==> config.mk <==
export PLATFORM = sky130hd
export DESIGN_NAME = tvs_serial_port
export DESIGN_NICKNAME = d
export VERILOG_FILES = /design/src/hw/tvs_pkg.sv /design/src/hw/tvs_serial_port.sv
export SDC_FILE = /design/constraint.sdc
export NUM_CORES = 1
export LEC_CHECK = 0
export BUFFER_PORTS_ARGS = -buffer_cell sky130_fd_sc_hd__buf_2
export CORE_MARGIN = 10
export CORE_UTILIZATION = 40
export DETAILED_ROUTE_END_ITERATION = 6
export HOLD_SLACK_MARGIN = 0.05
export PLACE_DENSITY = 0.59
export REMOVE_ABC_BUFFERS = 1
export SLEW_MARGIN = 15
export SYNTH_ARGS = -nofsm -noshare
export SYNTH_HDL_FRONTEND = slang
export SYNTH_SLANG_ARGS = --single-unit
export TNS_END_PERCENT = 100
==> constraint.sdc <==
create_clock -name clk_i -period 2.6 [get_ports clk_i]
set_input_delay 0.26 -clock clk_i [delete_from_list [all_inputs] [get_ports clk_i]]
set_output_delay 0.26 -clock clk_i [all_outputs]
set_load 0.005 [all_outputs]
==> src/hw/tvs_pkg.sv <==
// constants of the two-wire register port
// Functional notes
// - device is slave, never drives clock
// - both lines released high when idle
// - drive lines only low or released
// - works up to 400 kbit/s
// - data falls, clock high: START
// - data changes only while clock low
// - data rises, clock high: STOP
// - first byte after START is device select
// - prefix 11101, B2 inverted select, B1 select, B0 direction
// - direction 0 write, 1 read
// - second byte is pointer load, B7 ignored
// - B6 step enable, B5..B0 load pointer
// - accesses go to current pointer
// - step on: pointer advances after write
// - step on: advance before read load, except first
// - step off: pointer fixed after writes
// - step off: pointer fixed on read load
// - always acknowledge written bytes
// - step on: write at pointer 2A: next byte reloads pointer
// - read stepping wraps 2A to 00h
package tvs_pkg;
   localparam logic [4:0] DEV_PREFIX   = 5'h1D;
   localparam logic [5:0] PTR_LAST     = 6'h2A;
   localparam logic [5:0] PTR_RESET    = 6'h00;
   localparam int         STEP_BIT     = 6;
   localparam int         BIT_RATE_KBPS = 400;
   localparam int         CLK_MHZ      = 250;
   // shortest clock-high phase at full rate, in system cycles (0.6 us)
   localparam int         HIGH_NS      = 600;
   localparam int         HIGH_CYC     = (HIGH_NS * CLK_MHZ) / 1000;

   typedef enum logic [5:0] {
      ST_IDLE = 6'b000001,
      ST_DEV  = 6'b000010,
      ST_PTR  = 6'b000100,
      ST_WDAT = 6'b001000,
      ST_RDAT = 6'b010000,
      ST_ACK  = 6'b100000
   } tvs_state_t;
endpackage

==> src/hw/tvs_serial_port.sv <==
// two-wire slave port that steers the register pointer and strobes
`timescale 1ns/1ns
`default_nettype none
module tvs_serial_port
   import tvs_pkg::*;
(
   input  wire logic       clk_i,
   input  wire logic       reset_n_i,
   input  wire logic       serial_clock_line_i,
   input  wire logic       serial_data_line_i,
   output logic            serial_data_line_o,
   output logic            serial_data_line_oe_o,
   input  wire logic       addr_select_i,
   input  wire logic [7:0] reg_rdata_i,
   output logic [5:0]      register_pointer_field_o,
   output logic            pointer_step_enable_o,
   output logic            reg_write_o,
   output logic [7:0]      reg_wdata_o,
   output logic            reg_read_o,
   output logic            busy_o
);
   // inputs are synchronous; one stage gives the previous line levels
   logic       scl_q;
   logic       sda_q;
   logic       start_ev;
   logic       stop_ev;
   logic       frame_ev;
   logic       scl_rise;
   logic       scl_fall;
   logic       in_byte;
   logic       byte_done;
   logic       dev_match;
   logic       ack_enter;
   logic       ack_leave;
   logic       load_read;
   tvs_state_t state_q;
   tvs_state_t after_ack_q;
   logic [2:0] bit_q;
   logic [7:0] shift_q;
   logic [7:0] byte_in;
   logic [5:0] ptr_q;
   logic       step_q;
   logic       first_rd_q;
   logic       wrap_load_q;
   logic       rd_q;
   logic       ack_mine_q;
   logic       ack_phase_q;
   logic       nack_q;
   logic       wr_q;
   logic       rdstb_q;
   logic [7:0] wdata_q;
   logic [7:0] hold_q;
   logic       drive_low_q;

   always_ff @(posedge clk_i or negedge reset_n_i) begin
      if (!reset_n_i) begin
         scl_q <= 1'b1;
         sda_q <= 1'b1;
      end else begin
         scl_q <= serial_clock_line_i;
         sda_q <= serial_data_line_i;
      end
   end

   assign start_ev = scl_q && serial_clock_line_i && sda_q && !serial_data_line_i;
   assign stop_ev  = scl_q && serial_clock_line_i && !sda_q && serial_data_line_i;
   assign frame_ev = start_ev || stop_ev;
   assign scl_rise = !scl_q && serial_clock_line_i;
   assign scl_fall = scl_q && !serial_clock_line_i;
   assign byte_in  = {shift_q[6:0], serial_data_line_i};
   assign in_byte  = (state_q == ST_DEV) || (state_q == ST_PTR)
                     || (state_q == ST_WDAT) || (state_q == ST_RDAT);
   // eighth bit of a byte is sampled on this edge
   assign byte_done = !frame_ev && in_byte && scl_rise && (bit_q == 3'h7);
   // prefix, inverted select, select, then direction
   assign dev_match = (byte_in[7:1] == {DEV_PREFIX, ~addr_select_i, addr_select_i});
   // ninth clock: its leading fall opens the phase, the next fall closes it
   assign ack_enter = !frame_ev && (state_q == ST_ACK) && scl_fall && !ack_phase_q;
   assign ack_leave = !frame_ev && (state_q == ST_ACK) && scl_fall && ack_phase_q;
   // a read byte is loaded once the ninth clock closes without a master nack
   assign load_read = ack_leave && (after_ack_q == ST_RDAT) && (ack_mine_q || !nack_q);

   // protocol sequencer
   always_ff @(posedge clk_i or negedge reset_n_i) begin
      if (!reset_n_i) begin
         state_q <= ST_IDLE;
      end else if (start_ev) begin
         state_q <= ST_DEV;
      end else if (stop_ev) begin
         state_q <= ST_IDLE;
      end else begin
         case (state_q)
            ST_IDLE: begin
               state_q <= ST_IDLE;
            end
            ST_DEV: begin
               if (byte_done) begin
                  if (dev_match) begin
                     state_q <= ST_ACK;
                  end else begin
                     state_q <= ST_IDLE;
                  end
               end
            end
            ST_PTR, ST_WDAT, ST_RDAT: begin
               if (byte_done) begin
                  state_q <= ST_ACK;
               end
            end
            ST_ACK: begin
               if (ack_leave) begin
                  // a master nack ends read output until the next start
                  if (!ack_mine_q && nack_q) begin
                     state_q <= ST_IDLE;
                  end else begin
                     state_q <= after_ack_q;
                  end
               end
            end
            default: begin
               state_q <= ST_IDLE;
            end
         endcase
      end
   end

   // where the sequencer goes once the ninth clock is over
   always_ff @(posedge clk_i or negedge reset_n_i) begin
      if (!reset_n_i) begin
         after_ack_q <= ST_IDLE;
      end else if (byte_done) begin
         case (state_q)
            ST_DEV: begin
               after_ack_q <= byte_in[0] ? ST_RDAT : ST_PTR;
            end
            ST_RDAT: begin
               after_ack_q <= ST_RDAT;
            end
            default: begin
               after_ack_q <= ST_WDAT;
            end
         endcase
      end
   end

   // direction of the transfer in progress
   always_ff @(posedge clk_i or negedge reset_n_i) begin
      if (!reset_n_i) begin
         rd_q <= 1'b0;
      end else if (byte_done && (state_q == ST_DEV) && dev_match) begin
         rd_q <= byte_in[0];
      end
   end

   // the port answers the ninth clock for every byte the master sent, except a device select for another address
   always_ff @(posedge clk_i or negedge reset_n_i) begin
      if (!reset_n_i) begin
         ack_mine_q <= 1'b0;
      end else if (byte_done) begin
         ack_mine_q <= (state_q != ST_RDAT);
      end
   end

   always_ff @(posedge clk_i or negedge reset_n_i) begin
      if (!reset_n_i) begin
         ack_phase_q <= 1'b0;
      end else if (frame_ev) begin
         ack_phase_q <= 1'b0;
      end else if (ack_enter) begin
         ack_phase_q <= 1'b1;
      end else if (ack_leave) begin
         ack_phase_q <= 1'b0;
      end
   end

   // master answer to a read byte, sampled on the ninth rise
   always_ff @(posedge clk_i or negedge reset_n_i) begin
      if (!reset_n_i) begin
         nack_q <= 1'b0;
      end else if (start_ev) begin
         nack_q <= 1'b0;
      end else if (!stop_ev && (state_q == ST_ACK) && ack_phase_q && scl_rise) begin
         nack_q <= serial_data_line_i;
      end
   end

   // bit counter within a byte
   always_ff @(posedge clk_i or negedge reset_n_i) begin
      if (!reset_n_i) begin
         bit_q <= 3'h0;
      end else if (start_ev) begin
         bit_q <= 3'h0;
      end else if (!stop_ev && in_byte && scl_rise) begin
         bit_q <= bit_q + 3'h1;
      end else if (ack_leave) begin
         bit_q <= 3'h0;
      end
   end

   // incoming bits, most significant first
   always_ff @(posedge clk_i or negedge reset_n_i) begin
      if (!reset_n_i) begin
         shift_q <= 8'h00;
      end else if (!frame_ev && in_byte && scl_rise) begin
         shift_q <= byte_in;
      end
   end

   // pointer and step mode
   always_ff @(posedge clk_i or negedge reset_n_i) begin
      if (!reset_n_i) begin
         ptr_q       <= PTR_RESET;
         step_q      <= 1'b0;
         first_rd_q  <= 1'b1;
         wrap_load_q <= 1'b0;
      end else if (byte_done && (state_q == ST_PTR)) begin
         // bit 7 not looked at
         ptr_q       <= byte_in[5:0];
         step_q      <= byte_in[STEP_BIT];
         first_rd_q  <= 1'b1;
         wrap_load_q <= 1'b0;
      end else if (byte_done && (state_q == ST_WDAT) && wrap_load_q) begin
         ptr_q       <= byte_in[5:0];
         wrap_load_q <= 1'b0;
      end else if (byte_done && (state_q == ST_WDAT)) begin
         if (step_q) begin
            if (ptr_q == PTR_LAST) begin
               wrap_load_q <= 1'b1;
            end else begin
               ptr_q <= ptr_q + 6'h01;
            end
         end // pointer kept
      end else if (load_read) begin
         if (step_q && !first_rd_q) begin
            ptr_q <= (ptr_q == PTR_LAST) ? PTR_RESET : ptr_q + 6'h01;
         end // pointer kept when step off
         first_rd_q <= 1'b0;
      end
   end

   // write strobe; the pointer steps on the same edge
   always_ff @(posedge clk_i or negedge reset_n_i) begin
      if (!reset_n_i) begin
         wr_q    <= 1'b0;
         wdata_q <= 8'h00;
      end else begin
         wr_q <= byte_done && (state_q == ST_WDAT) && !wrap_load_q;
         if (byte_done && (state_q == ST_WDAT) && !wrap_load_q) begin
            wdata_q <= byte_in;
         end
      end
   end

   // read strobe; register data is taken one cycle later
   always_ff @(posedge clk_i or negedge reset_n_i) begin
      if (!reset_n_i) begin
         rdstb_q <= 1'b0;
      end else begin
         rdstb_q <= load_read;
      end
   end

   // read holding register
   always_ff @(posedge clk_i or negedge reset_n_i) begin
      if (!reset_n_i) begin
         hold_q <= 8'hFF;
      end else if (rdstb_q) begin
         hold_q <= reg_rdata_i;
      end else if ((state_q == ST_RDAT) && scl_fall) begin
         hold_q <= {hold_q[6:0], 1'b1};
      end
   end

   // open-drain data drive; it only moves while the clock is low
   always_ff @(posedge clk_i or negedge reset_n_i) begin
      if (!reset_n_i) begin
         drive_low_q <= 1'b0;
      end else if (frame_ev) begin
         drive_low_q <= 1'b0;
      end else if (state_q == ST_RDAT) begin
         drive_low_q <= ~hold_q[7];
      end else if ((state_q == ST_ACK) && !ack_phase_q && !ack_mine_q) begin
         // last read bit stays until its clock falls
         drive_low_q <= drive_low_q;
      end else if ((state_q == ST_ACK) && ack_phase_q && ack_mine_q) begin
         drive_low_q <= 1'b1;
      end else begin
         drive_low_q <= 1'b0;
      end
   end

   // data line only pulled low or released; clock line never driven
   assign serial_data_line_o       = 1'b0;
   assign serial_data_line_oe_o    = drive_low_q;
   assign register_pointer_field_o = ptr_q;
   assign pointer_step_enable_o    = step_q;
   assign reg_write_o              = wr_q;
   assign reg_wdata_o              = wdata_q;
   assign reg_read_o               = rdstb_q;
   assign busy_o                   = (state_q != ST_IDLE);
   // at 250 MHz a 400 kbit/s bit holds many cycles, so edge sampling is safe
endmodule
`default_nettype wire

== Word-level counts from Yosys, hierarchy flattened ==
Cells that the tools add are included.
Storage, ports and cells
  bits in registers: 55
  output and inout port bits: 20
Cells by class
  add/sub/neg operators: 2
  eq/ne operators: 19
  multiplexer cells: 41
  bitwise gates (word level): 2
  reductions and logical operators: 63
Operators by type and width (count)
  6-bit two-way mux: 15
  1-bit logical AND: 32
  1-bit two-way mux: 18
  6-bit one-hot mux with 3 select lines: 1
  8-bit two-way mux: 2
  4-bit != test (second input constant): 4
  3-bit nonzero test: 5
  6-bit by 5-bit equality test with 1-bit output (second input constant): 2
  6-bit equality test (second input constant): 2
  1-bit zero test: 11
  5-bit one-hot mux with 2 select lines: 1
  3-bit two-way mux: 3
  3-bit AND reduction: 3
  4-bit nonzero test: 2
  7-bit equality test: 1
  6-bit by 1-bit adder with 6-bit output (second input constant): 1
  6-bit by 2-bit equality test with 1-bit output (second input constant): 1
  6-bit by 3-bit equality test with 1-bit output (second input constant): 1
  6-bit by 4-bit equality test with 1-bit output (second input constant): 1
  6-bit by 1-bit != test with 1-bit output (second input constant): 1
  6-bit by 5-bit != test with 1-bit output (second input constant): 1
  2-bit nonzero test: 3
  1-bit logical OR: 5
  5-bit two-way mux: 1
  8 further kinds: 10

== Logic depth before layout (Yosys ltp) ==
Gate-level depths: netlist of the first run.
  depth in word-level cells: 14
  mapped depth: 8
  depth with buffers taken out: 8

== Least setup slack after synthesis of the first run ==
OpenSTA, ideal clock, no wires.
  kind: register to register
  from: register scl_q
  to: register ptr_q[2] (netlist: register_pointer_field_o[2])
  setup time: 0.121 ns
  arrival: 1.841 ns
  required time: 2.479 ns
  setup slack: 0.638 ns
  cell stages (with the launch flop): 7
  path buffers: 0
  cells stage by stage: dfstp_2 > nand4bb_1 > or4_4 > nor4_4 > o22a_1 > o21ai_0 > a22o_1
Between the ends
  cells in the longest elaborated chain, start to end: 12
  elaborated cells on any way between the ends: 29
  those cells by class: eq/ne (2); mux (3); reduce/logical (24)
RTL lines
  from (decl): line tvs_serial_port.sv:23  | logic scl_q;
  from (signal assigned): line tvs_serial_port.sv:60  | scl_q <= serial_clock_line_i;
  1-bit logical AND: line tvs_serial_port.sv:65, tvs_serial_port.sv:66
  1-bit logical AND (on tied branches) (2 in a row): line tvs_serial_port.sv:65, tvs_serial_port.sv:66
  1-bit logical OR: line tvs_serial_port.sv:67  | assign frame_ev = start_ev || stop_ev;
  1-bit zero test: line tvs_serial_port.sv:74, tvs_serial_port.sv:79
  1-bit logical AND (on tied branches) (3 in a row): line tvs_serial_port.sv:74, tvs_serial_port.sv:79
  1-bit logical AND (on tied branches): line tvs_serial_port.sv:222, tvs_serial_port.sv:225, tvs_serial_port.sv:81
  1-bit logical AND, or another cell as far along: line tvs_serial_port.sv:222  | end else if (byte_done && (state_q == ST_WDAT) && wrap_load_q) begin
  4-bit != test (no source line), or another cell as far along
  4-bit AND reduction (no source line) / 6-bit two-way mux (equally long branches)
  to (signal assigned): line tvs_serial_port.sv:223  | ptr_q <= byte_in[5:0];
  to (signal assigned): line tvs_serial_port.sv:230  | ptr_q <= ptr_q + 6'h01;
  to (signal assigned): line tvs_serial_port.sv:235  | ptr_q <= (ptr_q == PTR_LAST) ? PTR_RESET : ptr_q + 6'h01;
  to (decl): line tvs_serial_port.sv:41  | logic [5:0] ptr_q;
Parallel ways exist; a longest one is shown, timed or not.
A chain may end at the register's enable or synchronous reset.

== Final worst setup path of the first run ==
  from: register state_q[4]
  to: register bit_q[0]
Between the ends
  cells in the longest elaborated chain, start to end: 8
  elaborated cells on any way between the ends: 16
  those cells by class: eq/ne (5); mux (2); reduce/logical (9)
RTL lines
  from (decl): line tvs_serial_port.sv:36  | tvs_state_t state_q;
  from (signal assigned): line tvs_serial_port.sv:116  | state_q <= after_ack_q;
  6-bit by 2-bit equality test with 1-bit output / 6-bit by 3-bit equality test with 1-bit output (equally long branches): line tvs_serial_port.sv:71  | assign in_byte = (state_q == ST_DEV) || (state_q == ST_PTR)
  1-bit logical OR: line tvs_serial_port.sv:71
  1-bit logical OR (2 in a row): line tvs_serial_port.sv:72  | || (state_q == ST_WDAT) || (state_q == ST_RDAT);
  1-bit logical AND (2 in a row): line tvs_serial_port.sv:193  | end else if (!stop_ev && in_byte && scl_rise) begin
  3-bit two-way mux: line tvs_serial_port.sv:193
  3-bit two-way mux: line tvs_serial_port.sv:191  | end else if (start_ev) begin
  to (signal assigned): line tvs_serial_port.sv:194  | bit_q <= bit_q + 3'h1;
  to (decl): line tvs_serial_port.sv:38  | logic [2:0] bit_q;
Parallel ways exist; a longest one is shown, timed or not.

==> key figures, run 1 <==
STA
  – Final worst slack: 0.3456 ns
  – Final setup violation count: 0
  – RSZ-0062 raised after global routing: no
  – Slew Limit Fails: 0
  – Final hold violation count: 0
  – Min Tclk post-route: 2.254 ns
  – Max_slew headroom: 54.89%
  – Total Neg Setup Slack: 0 ns
  – Tcrit/Tclk final: 86.71%
  – Peak Freq: 443.6 MHz
  – Max Clock Skew: 0.01305 ns
  – Tightest Pin Transition: 0.6766 ns

Finish
  – Share of cells above drive strength 1: 28.67%
  – Finished Cell Area: 3131 um^2
  – Post-route core utilization: 46.08%
  – ANT cells: 0
  – Layout Nets: 316
  – Area growth syn-to-layout: 12.45%

GRT
  – GR Overflow Total: 0
  – Vias in the first global route: 2,013
  – First-pass GRT wire length: 9.811 mm
  – Total track usage: 11.45%
  – Initial antenna violation count: 0
  – Largest net degree at the start of global routing: 30

Detailed routing
  – # DRC: 0
  – Avg WL per Cell: 14.53 um
  – Post-DRT Antenna Nets: 0
  – Routed WL: 5.754 mm
  – Vias/cell: 5.005
  – Routed via count: 1,982
  – Initial drt markers: 90
  – DR pass1 iterations: 4

Die
  – Num ports: 33
  – Initial Util: 40.98%
  – Die Height: 103.4 um
  – Site Rows: 30
  – Overall die width: 103.4 um
  – Die area: 10,700 um^2
  – Core area: 6794 um^2

Synthesis
  – Mapped Cells: 266
  – Most used flip-flop cell after synthesis: dfrtp_1
  – Area fraction of the dominant cell type after synthesis: 35.96%
  – Cell taking the most area after synthesis: dfrtp_1
  – Post-synth cell types: 58
  – Mean Syn Cell Area: 10.47 um^2
  – Cell Area, Synth: 2784 um^2
  – Area contributors post-synth: dfrtp_1 36%, dfstp_2 12%, nand2_1 4.3%
  – Syn. warnings: 0
  – Most instantiated cells after synthesis: 40 x dfrtp_1, 32 x nand2_1, 18 x nor2_1
  – Part of the Yosys area used for sequential elements: 48.22%
  – EDFF count, synth: 0
  – Post-synth ARST share: 100.0%
  – Flops & latches, synth: 53
  – Most frequent cell after synthesis: dfrtp_1

Power and ir drop
  – Leakage dissipation: 1.488 nW
  – PwrDens: 445.9 nW/um^2
  – IR drop worst, VDD: 0.0002270 V
  – Total power: 1.396 mW

Clocking
  – CTS tree: yes
  – # Post-CTS Setup Buffers: 0
  – H-tree depth: 2
  – CTS root buf: clkbuf_8
  – Number of CTS-inserted buffers: 5
  – Skew-Pair Late Insertion Delay: 0.31 ns
  – Clock slew at reported path FFs: 0.11 ns
  – Clk sink count: 53
  – CTS Buffer Depth: 2

Worst setup path
  – Reg-to-Reg End: bit_q[0]
  – FF-to-FF path depth: 6
  – Worst setup EP type: register
  – Crit-path max cell delay: 0.52 ns
  – Buffers and inverters on the worst path: 0
  – Critical R2R Launch: state_q[4]
  – Critical Path Slowest Stage Cell: dfrtp_1
  – Crit path DAT: 2.47 ns
  – Crit start category: register
  – CP required: 2.81 ns
  – CP max FO: 11
  – Crit Path Class: register to register
  – Top Family by Delay on Critical Path: simple AND/OR/NAND/NOR gates
  – Cells along the critical path: nor4b_1 -> a211oi_2 -> nor3_1 -> and2_1 -> a311oi_2 -> mux2_2
  – FF-to-FF setup slack: 0.35 ns

Min path
  – Worst hold path stage count: 1
  – Hold_sp: serial_clock_line_i
  – Hold Crit Class: input port to register
  – Hold worst-path end: scl_q

Run
  – MaxCap Viol Count: 0

Place
  – Worst slack, placed: 0.3208 ns
  – Area post-placement: 3023 um^2
  – Routability Congestion: 0.8340
  – Port-buffer cells: 31
  – Detail Placement HPWL: 4.376 mm

Status
  – Status: finished, final reports clean
[layer usage]
layer	up-vias	track usage [%]	wire, um
met1	941	15.81	2945
met2	27	17.30	2576
met4	0	3.957	100
met5	-	0	0
li1	1005	-	-
met3	9	2.392	131
[kinds of logic after synthesis]
logic type | share of synthesized area (%)
AOI/OAI and AO/OA | 13.62
xor gates and xnor gates | 1.259
adders and majority gates | 1.798
buffers and inverters | 4.539
DFF | 48.22
muxes | 10.07
other | 0.1347
and+or+nand+nor | 20.36
[worst max-delay path by stage]
stage | startpoint | end | slack, ns | cells after the start
6_report | state_q[4] | bit_q[0] | 0.35 | 6
5_1_grt | state_q[4] | bit_q[0] | 0.14 | 6
4_1_cts | state_q[4] | bit_q[0] | 0.32 | 6
3_5_place_dp | state_q[4] | bit_q[0] | 0.32 | 6
3_3_place_gp | state_q[4] | bit_q[0] | 0.42 | 6
2_1_floorplan | state_q[4] | register_pointer_field_o[2] | 0.40 | 6
[final cells by class]
class                   count  area, um^2
repair buffers             38       210.2
clock inverters             3       28.78
flip-flops and latches     53        1343
multi-input cells         189        1315
inverters                  12       45.04
well taps                  96       120.1
fillers                   657        3664
clock buffers               5       68.82
[registers in the layout (all words and copies together), names as in the netlist, 3 cells and up]
name,cells
register_pointer_field_o,6
state_q,6
reg_wdata_o,8
bit_q,3
shift_q,7
hold_q,8
after_ack_q,4
[through the flow]
stage | cells | hold WS (ns)
finish | 396 | 0.09668
global route | 396 | 0.08484
CTS | 396 | 0.08912
detailed placement | 387 | 0.3459
global placement | 387 | 0.3383
floorplan | 254 | -0.03559
[power by group]
group / total [mW] / internal, mW / switching, mW
combinational: 0.0525 / 0.0183 / 0.0342
clock: 0.507 / 0.202 / 0.304
sequential: 0.837 / 0.830 / 0.00656
total: 1.40 / 1.05 / 0.345
[cell usage in the layout, fill, tap and decap left out, types with 3 or more instances in the layout]
master     n
nand3_1    9
nor3b_1    3
mux2_1     7
buf_4      6
nor2_1    18
dfstp_2   13
nor3_1    10
o21ai_1    8
ha_1       4
nand2b_1   3
a22o_1     3
nand4_1    3
and3_1     3
buf_2     31
mux2i_1   10
clkbuf_8   5
mux2_2     9
inv_1     12
nand2_1   32
dfrtp_1   40
a21oi_1   11
nor2b_1    4
o21ai_0   10
[timing repair]
action                    CTS  global route
hold buffers                1             0
hold endpoints to repair   20             0
gates resized for setup     0             0
Power figures use the tool's default switching activity.
==> run 2, diff against run 1 <==
--- a/config.mk
+++ b/config.mk
@@ -10,7 +10,7 @@
 export CORE_UTILIZATION = 40
 export DETAILED_ROUTE_END_ITERATION = 6
 export HOLD_SLACK_MARGIN = 0.05
-export PLACE_DENSITY = 0.59
+export PLACE_DENSITY = 0.62
 export REMOVE_ABC_BUFFERS = 1
 export SLEW_MARGIN = 15
 export SYNTH_ARGS = -nofsm -noshare
==> constraint.sdc (replaced) <==
create_clock -name clk_i -period 1.9 [get_ports clk_i]
set_input_delay 0.19 -clock clk_i [delete_from_list [all_inputs] [get_ports clk_i]]
set_output_delay 0.19 -clock clk_i [all_outputs]
set_load 0.005 [all_outputs]
==> run 2 against run 1 <==
  * The flow now finishes with violations (negative setup slack)
  * Final cell count rose by 11%
  * Highest routed layer unchanged
  * Critical endpoint is now register_pointer_field_o[5]
  * Via count rose by 12%
  * Clock skew fell by 0.0037 ns
  * Utilization rose by 7.0 points
  * Largest power group unchanged
  * Routed wire length rose by 13%
  * Clock-buffer cell count did not move
  * Die area did not move
  * Sequential cell count did not move
  * Clock power rose by 36%
  * Sequential power rose by 36%
==> key figures, run 2 (synthesis gave the netlist of run 1 again) <==
Place
  – Port-buffer cells: 31
  – Detail Placement HPWL: 4.753 mm
  – Area post-placement: 3326 um^2
  – Routability Congestion: 0.8615

Clocking
  – Number of CTS-inserted buffers: 5
  – H-tree depth: 2
  – Clock slew at reported path FFs: 0.11 ns
  – CTS Buffer Depth: 2
  – Skew-Pair Late Insertion Delay: 0.31 ns
  – CTS root buf: clkbuf_8
  – Clk sink count: 53
  – CTS tree: yes

STA
  – Max_slew headroom: 59.98%
  – Max Clock Skew: 0.009304 ns
  – Final hold violation count: 0
  – Final worst slack: -0.09486 ns
  – Min Tclk post-route: 1.995 ns
  – Hold slack: 0.06799 ns
  – Tcrit/Tclk final: 105.0%
  – Total Neg Setup Slack: -0.9286 ns
  – Slew Limit Fails: 0
  – Peak Freq: 501.3 MHz
  – RSZ-0062 raised after global routing: yes
  – Tightest Pin Transition: 0.5990 ns
  – Final setup violation count: 18

Power and ir drop
  – Switching power: 0.4786 mW
  – Combinational power share: 5.4%
  – Sequential cell fraction of total power: 59.0%
  – IR drop worst, VDD: 0.0005191 V
  – Total power: 1.935 mW
  – Clock share of power: 35.6%
  – Switching Fraction: 24.73%
  – PwrDens: 537.0 nW/um^2
  – Leakage dissipation: 1.735 nW
  – Power Internal: 1.456 mW

GRT
  – Vias in the first global route: 2,342
  – Largest net degree at the start of global routing: 36
  – First-pass GRT wire length: 11.14 mm
  – Initial antenna violation count: 0
  – GR Overflow Total: 0
  – Total track usage: 12.89%

Worst setup path
  – Cells along the critical path: buf_6 -> nor4b_4 -> a211oi_4 -> a2111oi_4 -> buf_4 -> nor3_1 -> a21oi_2 -> o221ai_1
  – CP required: 2.08 ns
  – Critical Path Slowest Stage Cell: dfrtp_2
  – Crit-path max cell delay: 0.49 ns
  – Worst setup EP type: register
  – Crit start category: register
  – Buffers and inverters on the worst path: 2
  – Top Family by Delay on Critical Path: compound AO/OA/AOI/OAI gates
  – Crit Path Class: register to register
  – Crit path DAT: 2.18 ns
  – FF-to-FF setup slack: -0.09 ns
  – CP max FO: 6

Detailed routing
  – DR pass1 iterations: 4
  – Initial drt markers: 102
  – Vias/cell: 5.045
  – # DRC: 0
  – Routed via count: 2,220
  – Avg WL per Cell: 14.79 um
  – Routed WL: 6.509 mm
  – Post-DRT Antenna Nets: 0

Finish
  – Layout Nets: 360
  – Finished Cell Area: 3603 um^2
  – Commonest non-fill, non-tap cell in the layout: buf_4
  – Area growth syn-to-layout: 29.44%
  – Filler cell count: 603
  – Most frequent cells in the layout: 46 x buf_4, 36 x dfrtp_1, 31 x buf_2, 30 x nand2_1, 17 x nor2_1
  – Share of cells above drive strength 1: 43.02%
  – Post-route core utilization: 53.04%
  – ANT cells: 0

Status
  – Status: finished with violations
  – Failing checks: negative setup slack

Die
  – Core area: 6794 um^2
  – Initial Util: 40.98%
  – Overall die width: 103.4 um
  – Die Height: 103.4 um
  – Site Rows: 30
  – Num ports: 33
  – Die area: 10,700 um^2

Min path
  – Hold Crit Class: input port to register

Run
  – MaxCap Viol Count: 0
[run 2: changes by cell type in the layout (fill, tap and decap cells not counted), sizes merged]
cell / change
buf: +43
inv: +1
and2: +1
clkinv: -1
[run 2: what timing repair did]
| action | CTS | global route |
|---|---|---|
| gates cloned | 1 | 0 |
| pin swaps | 14 | 5 |
| gates resized for setup | 25 | 5 |
| buffers inserted | 7 | 0 |
| hold buffers | 1 | 0 |
| endpoints found under the setup margin | 27 | 31 |
| endpoints found under the hold margin | 14 | 0 |
[run 2: final timing paths]
| kind | from | endpoint | depth (start not counted) |
|---|---|---|---|
| worst max-delay path | state_q[1] | register_pointer_field_o[5] | 8 |
| worst min-delay path | reg_rdata_i[1] | hold_q[1] | 3 |
| worst max register to register | state_q[1] | register_pointer_field_o[5] | 8 |
| worst min register to register | after_ack_q[0] | after_ack_q[0] | 1 |
| max in group asynchronous | reset_n_i | hold_q[0] | 3 |
| min in group asynchronous | reset_n_i | register_pointer_field_o[3] | 2 |
[run 2: per-layer routing]
layer / up-vias / global-route usage [%] / routed length (um)
met2: 39 / 20.61 / 3160
li1: 1097 / - / -
met3: 5 / 2.525 / 189
met5: - / 0 / 0
met4: 0 / 3.636 / 41
met1: 1079 / 17.28 / 3118
[run 2: metrics by stage]
step                      worst slack [ns]  instances
after global placement             -0.1509        424
after detailed placement           -0.1788        424
final                             -0.09486        440
after global routing               -0.2197        440
after CTS                         -0.07680        440
after floorplan                    -0.2989        254
[run 2: worst reg2reg max path, delay by kind of cell (launching register included)]
family	cells	cell delay [ns]
AND/OR/NAND/NOR	2	0.32
AO/OA/AOI/OAI	4	0.69
buffers and inverters	2	0.37
flip-flops	1	0.49
[run 2: power groups by stage]
stage	Clock, mW	Combinational (mW)	Sequential [mW]
floorplan	0	0.0226	1.16
global placement	0	0.0893	1.16
detailed placement	0	0.0902	1.16
CTS	0.717	0.104	1.14
global route	0.765	0.117	1.14
finish	0.688	0.104	1.14
[run 2: cell type report]
cell class	instances	area [um^2]	share of cell area, %
clock buffers	5	68.82	1.910
clock inverters	3	26.28	0.7292
inverters	12	45.04	1.250
multi-input cells	190	1443	40.03
flip-flops and latches	53	1348	37.40
well taps	96	120.1	3.333
repair buffers	81	553.0	15.35
